File: config.mk
export PLATFORM = sky130hd
export DESIGN_NAME = capture_compare_mode_select
export DESIGN_NICKNAME = d
export VERILOG_FILES = /design/src/core/ccp_pkg.sv /design/src/core/capture_compare_mode_select.sv /design/src/core/capture_edge_qualifier.sv
export VERILOG_INCLUDE_DIRS = /design/src /design/src/core
export SDC_FILE = /design/constraint.sdc
export NUM_CORES = 1
export LEC_CHECK = 0
export BUFFER_PORTS_ARGS = -buffer_cell sky130_fd_sc_hd__buf_2
export CORE_ASPECT_RATIO = 0.9
export CORE_UTILIZATION = 45
export DETAILED_ROUTE_END_ITERATION = 8
export PLACE_DENSITY = 0.67
export SETUP_SLACK_MARGIN = 0.2
export SLEW_MARGIN = 20
export SYNTH_ARGS = -nofsm -noshare
export SYNTH_HDL_FRONTEND = slang
export SYNTH_SLANG_ARGS = --single-unit
File: constraint.sdc
create_clock -name I_CORE_CLK -period 3.58 [get_ports I_CORE_CLK]
set_input_delay 0.179 -clock I_CORE_CLK [delete_from_list [all_inputs] [get_ports I_CORE_CLK]]
set_output_delay 0.179 -clock I_CORE_CLK [all_outputs]
set_load 0.005 [all_outputs]
File: src/core/ccp_defs.svh
// Offsets, field positions, reset values and mode codes of the capture/compare channel
`ifndef CCP_DEFS_SVH
`define CCP_DEFS_SVH

// ==========================================
// Register offsets (word index on the plain port)
`define CCP_ADR_CTRL 4'h0
`define CCP_ADR_PERIOD 4'h1
`define CCP_ADR_CMPA 4'h2
`define CCP_ADR_CMPB 4'h3
`define CCP_ADR_TIMER 4'h4
`define CCP_ADR_CAPTURE 4'h5
`define CCP_ADR_STATUS 4'h6

// ==========================================
// Control field positions
`define CCP_MODE_LSB 0
`define CCP_SEL_BIT 4
`define CCP_SRC_LSB 8

// Status bit positions
`define CCP_ST_CAPFLAG 0
`define CCP_ST_OUTLVL 1

// ==========================================
// Reset values
`define CCP_CTRL_RST 8'h00
`define CCP_PERIOD_RST 16'hFFFF
`define CCP_WORD_RST 16'h0000

// ==========================================
// Mode codes
`define CCP_M_0 4'h0
`define CCP_M_1 4'h1
`define CCP_M_2 4'h2
`define CCP_M_3 4'h3
`define CCP_M_4 4'h4
`define CCP_M_5 4'h5
`define CCP_M_6 4'h6
`define CCP_M_7 4'h7
`define CCP_M_EXT 4'hF

// Prescaler terminal counts for every 4th and 16th edge
`define CCP_DIV4_LAST 4'h3
`define CCP_DIV16_LAST 4'hF

`endif

File: src/core/ccp_pkg.sv
// Types shared by the capture/compare channel files
package ccp_pkg;
	// Channel control word as held in the control register
	typedef struct packed {
		logic [2:0] input_clock_source_select;
		logic capture_compare_select;
		logic [3:0] channel_mode_field;
	} ctrl_t;

	// One register access from the plain port
	typedef struct packed {
		logic [3:0] addr;
		logic [15:0] wdata;
		logic wr;
		logic rd;
	} bus_req_t;

	// Count direction of the center-aligned timer
	typedef enum logic {
		DIR_UP = 1'b0,
		DIR_DOWN = 1'b1
	} dir_t;
endpackage

File: src/core/capture_compare_mode_select.sv
// Capture/compare/PWM channel with mode selection and a plain register port
//
// The strobed register port and the register offsets are this design's own decisions.
`timescale 1ns/1ps
`include "ccp_defs.svh"

// Summary of operation
// Select bit 1 gives input capture; 0 gives compare, PWM or timer by mode.
// Capture modes 0001, 0010, 0011: rising, falling, both edges.
// Capture mode 0000 is edge detect, capturing both edges.
// Capture modes 0100 and 0101: every 4th and 16th rising edge.
// Capture codes 1xxx and 011x are reserved and capture nothing.
// Compare mode 0000 is a plain timer with outputs disabled.
// Compare modes 0001, 0010, 0011: match drives high, low, or toggles.
// Mode 0100 dual edge compare unbuffered; 0101 buffered.
// Mode 0110 makes center-aligned pulses from buffered compare values.
// Mode 0111 makes a variable frequency pulse.
// Mode 1111 stops the pulse generator; timer runs from the selected input.
// Compare codes 1110, 110x, 10xx are reserved with no output behaviour.
// Software never programs reserved codes; their behaviour is not relied upon.
module capture_compare_mode_select (
	input wire logic I_CORE_CLK,
	input wire logic I_RST_B,
	input wire logic [3:0] I_ADDR,
	input wire logic [15:0] I_WR_DATA,
	input wire logic I_WR_STB,
	input wire logic I_RD_STB,
	input wire logic I_CAP_IN,
	input wire logic [7:0] I_EXT_SRC,
	output logic [15:0] O_RD_DATA,
	output logic O_CMP_OUT,
	output logic O_CMP_OE
);
	// ==========================================
	// Decode helpers
	function automatic logic cap_reserved(input logic [3:0] m);
		cap_reserved = m[3] || (m[3:1] == 3'b011);
	endfunction

	function automatic logic cmp_reserved(input logic [3:0] m);
		cmp_reserved = m[3] && (m != `CCP_M_EXT);
	endfunction

	ccp_pkg::bus_req_t req;
	ccp_pkg::ctrl_t ctrl_r;
	ccp_pkg::dir_t dir_r;
	ccp_pkg::dir_t dir_nxt;
	logic [15:0] period_r;
	logic [15:0] cmpa_r;
	logic [15:0] cmpb_r;
	logic [15:0] bufa_r;
	logic [15:0] bufb_r;
	logic [15:0] timer_r;
	logic [15:0] timer_nxt;
	logic [15:0] capture_r;
	logic [15:0] acc_r;
	logic [16:0] acc_sum;
	logic capflag_r;
	logic out_nxt;
	logic oe_nxt;
	logic [15:0] rd_nxt;
	logic cap_s1_r;
	logic cap_s2_r;
	logic [7:0] ext_s1_r;
	logic [7:0] ext_s2_r;
	logic ext_prev_r;
	logic cap_fire;

	// ==========================================
	// Bus decode
	logic [3:0] mode;
	logic sel;
	logic wr_ctrl;
	logic wr_period;
	logic wr_cmpa;
	logic wr_cmpb;
	logic wr_timer;
	logic wr_status;

	assign req = '{addr: I_ADDR, wdata: I_WR_DATA, wr: I_WR_STB, rd: I_RD_STB};
	assign mode = ctrl_r.channel_mode_field;
	assign sel = ctrl_r.capture_compare_select;
	assign wr_ctrl = req.wr && req.addr == `CCP_ADR_CTRL;
	assign wr_period = req.wr && req.addr == `CCP_ADR_PERIOD;
	assign wr_cmpa = req.wr && req.addr == `CCP_ADR_CMPA;
	assign wr_cmpb = req.wr && req.addr == `CCP_ADR_CMPB;
	assign wr_timer = req.wr && req.addr == `CCP_ADR_TIMER;
	assign wr_status = req.wr && req.addr == `CCP_ADR_STATUS;

	// ==========================================
	// Pin synchronisers; first stages feed only second stages
	always_ff @(posedge I_CORE_CLK or negedge I_RST_B) begin
		if (!I_RST_B) begin
			cap_s1_r <= 1'b0;
			cap_s2_r <= 1'b0;
			ext_s1_r <= 8'h00;
			ext_s2_r <= 8'h00;
		end else begin
			cap_s1_r <= I_CAP_IN;
			cap_s2_r <= cap_s1_r;
			ext_s1_r <= I_EXT_SRC;
			ext_s2_r <= ext_s1_r;
		end
	end

	// ==========================================
	// Timer clocking and mode decode
	logic cmp_mode;
	logic ext_mode;
	logic ext_lvl;
	logic ext_rise;
	logic tick;
	logic center;
	logic buffered;
	logic at_period;
	logic cyc_end;
	logic [15:0] eff_a;
	logic [15:0] eff_b;
	logic match_a;
	logic match_b;

	assign cmp_mode = !sel;
	assign ext_mode = cmp_mode && mode == `CCP_M_EXT;
	assign ext_lvl = ext_s2_r[ctrl_r.input_clock_source_select];
	assign ext_rise = ext_lvl & ~ext_prev_r;
	assign tick = ext_mode ? ext_rise : 1'b1;
	assign center = cmp_mode && mode == `CCP_M_6;
	assign buffered = cmp_mode && (mode == `CCP_M_5 || center);
	assign at_period = timer_r == period_r;
	// Buffered values change only at a cycle boundary, so a mid-cycle write cannot glitch the pulse
	assign cyc_end = tick && (center ? (dir_r == ccp_pkg::DIR_DOWN && timer_r == 16'h0000) : at_period);
	assign eff_a = buffered ? bufa_r : cmpa_r;
	assign eff_b = buffered ? bufb_r : cmpb_r;
	assign match_a = tick && timer_r == eff_a;
	assign match_b = tick && timer_r == eff_b;

	// Up/down count for center-aligned pulses, wrap at period otherwise
	always_comb begin
		dir_nxt = dir_r;
		timer_nxt = timer_r;
		if (wr_timer) begin
			timer_nxt = req.wdata;
		end else if (tick && center) begin
			if (dir_r == ccp_pkg::DIR_UP) begin
				dir_nxt = at_period ? ccp_pkg::DIR_DOWN : ccp_pkg::DIR_UP;
				timer_nxt = at_period ? 16'(timer_r - 16'h0001) : 16'(timer_r + 16'h0001);
			end else begin
				dir_nxt = (timer_r == 16'h0000) ? ccp_pkg::DIR_UP : ccp_pkg::DIR_DOWN;
				timer_nxt = (timer_r == 16'h0000) ? 16'h0001 : 16'(timer_r - 16'h0001);
			end
		end else if (tick) begin
			dir_nxt = ccp_pkg::DIR_UP;
			timer_nxt = at_period ? 16'h0000 : 16'(timer_r + 16'h0001);
		end
	end

	// ==========================================
	// Output generator
	assign acc_sum = {1'b0, acc_r} + {1'b0, cmpa_r};

	always_comb begin
		out_nxt = 1'b0;
		oe_nxt = 1'b0;
		if (cmp_mode && !cmp_reserved(mode) && mode != `CCP_M_0 && mode != `CCP_M_EXT) begin
			oe_nxt = 1'b1;
			case (mode)
				`CCP_M_1: out_nxt = match_a ? 1'b1 : O_CMP_OUT;
				`CCP_M_2: out_nxt = match_a ? 1'b0 : O_CMP_OUT;
				`CCP_M_3: out_nxt = match_a ? ~O_CMP_OUT : O_CMP_OUT;
				`CCP_M_4, `CCP_M_5: out_nxt = match_b ? 1'b0 : (match_a ? 1'b1 : O_CMP_OUT);
				`CCP_M_6: begin
					if (dir_r == ccp_pkg::DIR_UP && match_a) begin
						out_nxt = 1'b1;
					end else if (dir_r == ccp_pkg::DIR_DOWN && match_b) begin
						out_nxt = 1'b0;
					end else begin
						out_nxt = O_CMP_OUT;
					end
				end
				`CCP_M_7: out_nxt = acc_sum[16];
				default: out_nxt = 1'b0;
			endcase
		end
	end

	// ==========================================
	// Capture qualification
	capture_edge_qualifier u_edge (
		.i_clk(I_CORE_CLK),
		.i_rst_b(I_RST_B),
		.i_enable(sel && !cap_reserved(mode)),
		.i_level(cap_s2_r),
		.i_mode(mode),
		.o_fire(cap_fire)
	);

	// ==========================================
	// Read data selection; unmapped offsets read zero
	assign rd_nxt = !req.rd ? 16'h0000 :
		(req.addr == `CCP_ADR_CTRL) ? {5'h00, ctrl_r.input_clock_source_select, 3'h0,
			sel, mode} :
		(req.addr == `CCP_ADR_PERIOD) ? period_r :
		(req.addr == `CCP_ADR_CMPA) ? cmpa_r :
		(req.addr == `CCP_ADR_CMPB) ? cmpb_r :
		(req.addr == `CCP_ADR_TIMER) ? timer_r :
		(req.addr == `CCP_ADR_CAPTURE) ? capture_r :
		(req.addr == `CCP_ADR_STATUS) ? {14'h0000, O_CMP_OUT, capflag_r} : 16'h0000;

	// ==========================================
	// Software registers
	always_ff @(posedge I_CORE_CLK or negedge I_RST_B) begin
		if (!I_RST_B) begin
			ctrl_r <= `CCP_CTRL_RST;
			period_r <= `CCP_PERIOD_RST;
			cmpa_r <= `CCP_WORD_RST;
			cmpb_r <= `CCP_WORD_RST;
			O_RD_DATA <= 16'h0000;
		end else begin
			if (wr_ctrl) begin
				ctrl_r <= {req.wdata[`CCP_SRC_LSB+2:`CCP_SRC_LSB], req.wdata[`CCP_SEL_BIT:`CCP_MODE_LSB]};
			end
			if (wr_period) begin
				period_r <= req.wdata;
			end
			if (wr_cmpa) begin
				cmpa_r <= req.wdata;
			end
			if (wr_cmpb) begin
				cmpb_r <= req.wdata;
			end
			O_RD_DATA <= rd_nxt;
		end
	end

	// Channel state; capture flag set wins over a write-one clear
	always_ff @(posedge I_CORE_CLK or negedge I_RST_B) begin
		if (!I_RST_B) begin
			timer_r <= `CCP_WORD_RST;
			dir_r <= ccp_pkg::DIR_UP;
			bufa_r <= `CCP_WORD_RST;
			bufb_r <= `CCP_WORD_RST;
			acc_r <= `CCP_WORD_RST;
			capture_r <= `CCP_WORD_RST;
			capflag_r <= 1'b0;
			ext_prev_r <= 1'b0;
			O_CMP_OUT <= 1'b0;
			O_CMP_OE <= 1'b0;
		end else begin
			timer_r <= timer_nxt;
			dir_r <= dir_nxt;
			ext_prev_r <= ext_lvl;
			if (!buffered || cyc_end) begin
				bufa_r <= cmpa_r;
				bufb_r <= cmpb_r;
			end
			acc_r <= (cmp_mode && mode == `CCP_M_7) ? acc_sum[15:0] : 16'h0000;
			if (cap_fire) begin
				capture_r <= timer_r;
			end
			capflag_r <= cap_fire | (capflag_r & ~(wr_status & req.wdata[`CCP_ST_CAPFLAG]));
			O_CMP_OUT <= out_nxt;
			O_CMP_OE <= oe_nxt;
		end
	end
endmodule

File: src/core/capture_edge_qualifier.sv
// Edge selection and prescaling for capture operation
`timescale 1ns/1ps
`include "ccp_defs.svh"

module capture_edge_qualifier (
	input wire logic i_clk,
	input wire logic i_rst_b,
	input wire logic i_enable,
	input wire logic i_level,
	input wire logic [3:0] i_mode,
	output logic o_fire
);
	logic prev_r;
	logic [3:0] div_r;
	logic [3:0] div_nxt;
	logic rise;
	logic fall;
	logic prescaled;
	logic div_last;
	logic fire_nxt;

	// ==========================================
	// Edge detection and qualification
	assign rise = i_level & ~prev_r;
	assign fall = ~i_level & prev_r;
	assign prescaled = (i_mode == `CCP_M_4) || (i_mode == `CCP_M_5);
	assign div_last = (i_mode == `CCP_M_4) ? (div_r == `CCP_DIV4_LAST) : (div_r == `CCP_DIV16_LAST);
	// Counter cleared outside prescaled modes so a prescaled mode entered from a non-prescaled one starts a fresh count
	assign div_nxt = !(i_enable && prescaled) ? 4'h0 :
		!rise ? div_r :
		div_last ? 4'h0 : 4'(div_r + 4'h1);
	assign fire_nxt = !i_enable ? 1'b0 :
		(i_mode == `CCP_M_0 || i_mode == `CCP_M_3) ? (rise | fall) :
		(i_mode == `CCP_M_1) ? rise :
		(i_mode == `CCP_M_2) ? fall :
		prescaled ? (rise & div_last) : 1'b0;

	// ==========================================
	// State
	always_ff @(posedge i_clk or negedge i_rst_b) begin
		if (!i_rst_b) begin
			prev_r <= 1'b0;
			div_r <= 4'h0;
			o_fire <= 1'b0;
		end else begin
			prev_r <= i_level;
			div_r <= div_nxt;
			o_fire <= fire_nxt;
		end
	end
endmodule

==> run_results.csv <==
group,metric,value,unit
logic_synthesis,yosys_warnings,0,
placement,pre_cts_ws,0.505,ns
power,ir_drop,0.000319,V
clock_tree,clkTransAtPathRegs,0.08,ns
clock_tree,clk_latency,0.45,ns
layout,syn2layout_area_growth,14.4,%
timing,tightest_slew,1.04,ns
layout,n_fill_cell,1918,
logic_synthesis,yosysSeqAreaShare,0.462,
logic_synthesis,syn-cell-area,0.00985,mm^2
logic_synthesis,synthCells,951,
run_status,status,"finished, final reports clean",
detailed_routing,finalWirelength,28.9,mm
die,die_w,158,um
min_path,hold_start,"I_WR_DATA[7]",
flow_run,maxCapViolCount,0,
placement,numPortBuffers,50,
die,ioPinCount,51,
logic_synthesis,synth.mux.area_fraction,0.129,
placement,dpl_cell_area,0.0105,mm^2
logic_synthesis,avgSynthCellArea,10.4,um^2
timing,setup_tns,0,ns
grt,gr-usage-met2,0.400,
grt,gr-usage-all-layers,0.270,
power,total_power,7.34,mW
layout,final_area,0.0113,mm^2
detailed_routing,ant_nets,0,
logic_synthesis,synth_fa_ha_area_frac,0.0300,
clock_tree,clockBufferDepth,2,
timing,slew_headroom,0.302,
layout,instances_no_fill,1305,
worst_setup_path,crit_required,3.92,ns
clock_tree,tritoncts,"built",
layout,nets,1062,
logic_synthesis,synth_nets,1007,
grt,grt_pass1_vias,7615,
die,start_util,0.466,
worst_setup_path,crit_path_end_kind,"flop",
timing,fin_crit_sh,0.922,
detailed_routing,wl_per_cell,22.2,um
clock_tree,clock-sinks,181,
worst_setup_path,r2r-start,"timer_r[8]$_DFFE_PN0P_",
worst_setup_path,worstRegToRegCells,8,
worst_setup_path,crit_arrival,3.65,ns
logic_synthesis,synth.area.top_cells,"dfrtp_1, mux2_2, dfstp_2, a222oi_1, ha_1",
min_path,hold_path.class,"input port to flop",
logic_synthesis,synth-compound-area-share,0.166,
worst_setup_path,critPathKind,"flop to flop",
grt,grt_use_met1,0.394,
clock_tree,htreeDepth,4,
worst_setup_path,startpoint_type,"flop",
placement,dp_hpwl,20.5,mm
die,rows,50,
logic_synthesis,synth_xor_area_frac,0.0320,
timing,fmax,303,MHz
grt,grtUsageMet3,0.0515,
logic_synthesis,ys.flop_type,"dfrtp_1",
die,dieArea,0.0225,mm^2
clock_tree,numCtsBuffers,17,
logic_synthesis,synth.distinct_cells,73,
logic_synthesis,synth_top_family_by_area,"compound AO/OA/AOI/OAI gates",
detailed_routing,via_per_inst,6.21,
grt,antenna_found_initial,0,
grt,grt_overflow_total,0,
timing,worst_slack,0.280,ns
worst_setup_path,crit_fanout,25,
grt,grt_start_max_net_pins,105,
logic_synthesis,synth_commonest_cells,"dfrtp_1, mux2_2, nand2_1",
logic_synthesis,ys_ff_latch,181,
logic_synthesis,synth.top_cell.area_share,0.419,
timing,rsz0062_at_grt,"no",
layout,drive_gt1_frac,0.244,
power,power-per-cell-area,651,mW/mm^2
logic_synthesis,synth-simple-area-share,0.137,
placement,dp.cells,1257,
power,leakagePower,4.93,nW
timing,finalSetupViolCount,0,
logic_synthesis,synth_edf_count,0,
timing,fin_crit,3.30,ns
timing,hold_violations,0,
clock_tree,post_cts_buffers,0,
timing,clock_skew,0.0134,ns
detailed_routing,vias,8098,
logic_synthesis,yosysMostFrequentCell,"dfrtp_1",
grt,grt_pass1_wl,44.9,mm
min_path,worstHoldEndpoint,"cmpa_r[7]$_DFFE_PN0P_",
timing,drv_slew,0,
min_path,hold_depth,2,
logic_synthesis,synthArstFlopShare,1.00,
layout,diodes,0,
die,core,0.0211,mm^2
clock_tree,cts_root_buffer,"clkbuf_16",
detailed_routing,drc,0,
detailed_routing,first_pass_iters,8,
worst_setup_path,reg2reg_slack,0.28,ns
worst_setup_path,reg2reg_to,"timer_r[7]$_DFFE_PN0P_",
detailed_routing,drt_iter0_markers,1113,
logic_synthesis,synth_top_cell_by_area,"dfrtp_1",
placement,routabilityCongestion,0.942,
die,die_h,142,um
grt,grt-busiest-layer,"met2",
## where the power goes
| part | leakage [nW] | switching, mW | internal (mW) | total, mW |
|---|---|---|---|---|
| combinational | 2.40 | 1.28 | 1.01 | 2.29 |
| sequential | 2.24 | 0.600 | 2.53 | 3.13 |
| clock | 0.291 | 0.964 | 0.948 | 1.91 |
## layout make-up
| cell class | count | area (um^2) | share of cell area |
|---|---|---|---|
| Tap cell | 286 | 358 | 0.0317 |
| Sequential cell | 181 | 4550 | 0.404 |
| Multi-Input combinational cell | 665 | 4900 | 0.435 |
| Clock inverter | 15 | 180 | 0.0160 |
| Inverter | 40 | 150 | 0.0133 |
| Timing Repair Buffer | 101 | 707 | 0.0627 |
| Clock buffer | 17 | 425 | 0.0377 |
## how the worst max path moves through the flow
stage,startpoint,end,cells past startpoint
floorplan,cmpa_r[1]$_DFFE_PN0P_,acc_r[15]$_DFF_PN0_,9
global placement,cmpa_r[1]$_DFFE_PN0P_,acc_r[15]$_DFF_PN0_,9
detailed placement,timer_r[8]$_DFFE_PN0P_,timer_r[7]$_DFFE_PN0P_,8
CTS,timer_r[8]$_DFFE_PN0P_,timer_r[7]$_DFFE_PN0P_,8
global route,timer_r[8]$_DFFE_PN0P_,timer_r[7]$_DFFE_PN0P_,8
finish,timer_r[8]$_DFFE_PN0P_,timer_r[7]$_DFFE_PN0P_,8
## logic make-up after synthesis
logic type,after synthesis
compound gates,232
xor+xnor,36
fa+ha+maj,23
buf+inv,105
flops,181
mux,112
simple gates,262
## critical path: stages, from the launching register on
cell      delay, ns
dfrtp_1        0.52
xor2_1         0.22
nor4_1         0.63
nand4_1        0.28
a221o_1        0.72
nand2b_1       0.30
o22ai_1        0.17
a21oi_1        0.09
o31ai_1        0.25
## metrics by stage
| stage | util | hold WS (ns) |
|---|---|---|
| after floorplan | - | -0.117 |
| after global placement | 0.497 | 0.245 |
| after detailed placement | 0.497 | 0.245 |
| after CTS | 0.533 | 0.00232 |
| after global routing | 0.533 | 0.00972 |
| final | 0.533 | 0.0106 |
## repair_timing
action | in CTS | in global routing
hold buffers | 16 | 0
gates resized for setup | 0 | 0
hold endpoints to repair | 87 | 0
## cells in the final DEF, fill, tap and decap left out, types with 7 or more instances in the layout
cell type,synthesis,layout
ha_1,22,22
a22oi_1,16,16
nand2_1,72,72
a222oi_1,29,29
and2_1,8,8
nor3_1,25,24
o2111ai_1,7,7
buf_4,1,33
o22ai_1,7,7
buf_2,8,49
dfstp_2,16,16
xor2_1,25,25
dfrtp_1,165,165
nor4_1,12,12
and3_1,20,20
a211oi_1,16,16
dlygate4sd3_1,0,16
nand2b_1,16,16
mux2_2,100,100
nor2_1,48,48
inv_1,39,39
nand4_1,7,7
o21ai_0,46,46
xnor2_1,11,11
a21oi_1,43,42
clkbuf_16,0,17
mux2i_1,10,10
a21o_1,12,12
o221ai_1,12,12
nand3_1,15,15
## routing by layer
metal | wire length, um | up-vias
met1 | 13200 | 3990
met4 | 535 | 0
met2 | 12600 | 431
met5 | 0 | -
li1 | - | 3640
met3 | 2610 | 37
## state kept, by name, summed over array words and instances (netlist names), 4 cells and up
| register | flops |
|---|---|
| O_RD_DATA | 16 |
| acc_r | 16 |
| bufa_r | 16 |
| bufb_r | 16 |
| capture_r | 16 |
| cmpa_r | 16 |
| cmpb_r | 16 |
| period_r | 16 |
| timer_r | 16 |
| ext_s1_r | 8 |
| ext_s2_r | 8 |
| mode | 4 |
| u_edge.div_r | 4 |
Power figures use the tool's default switching activity.
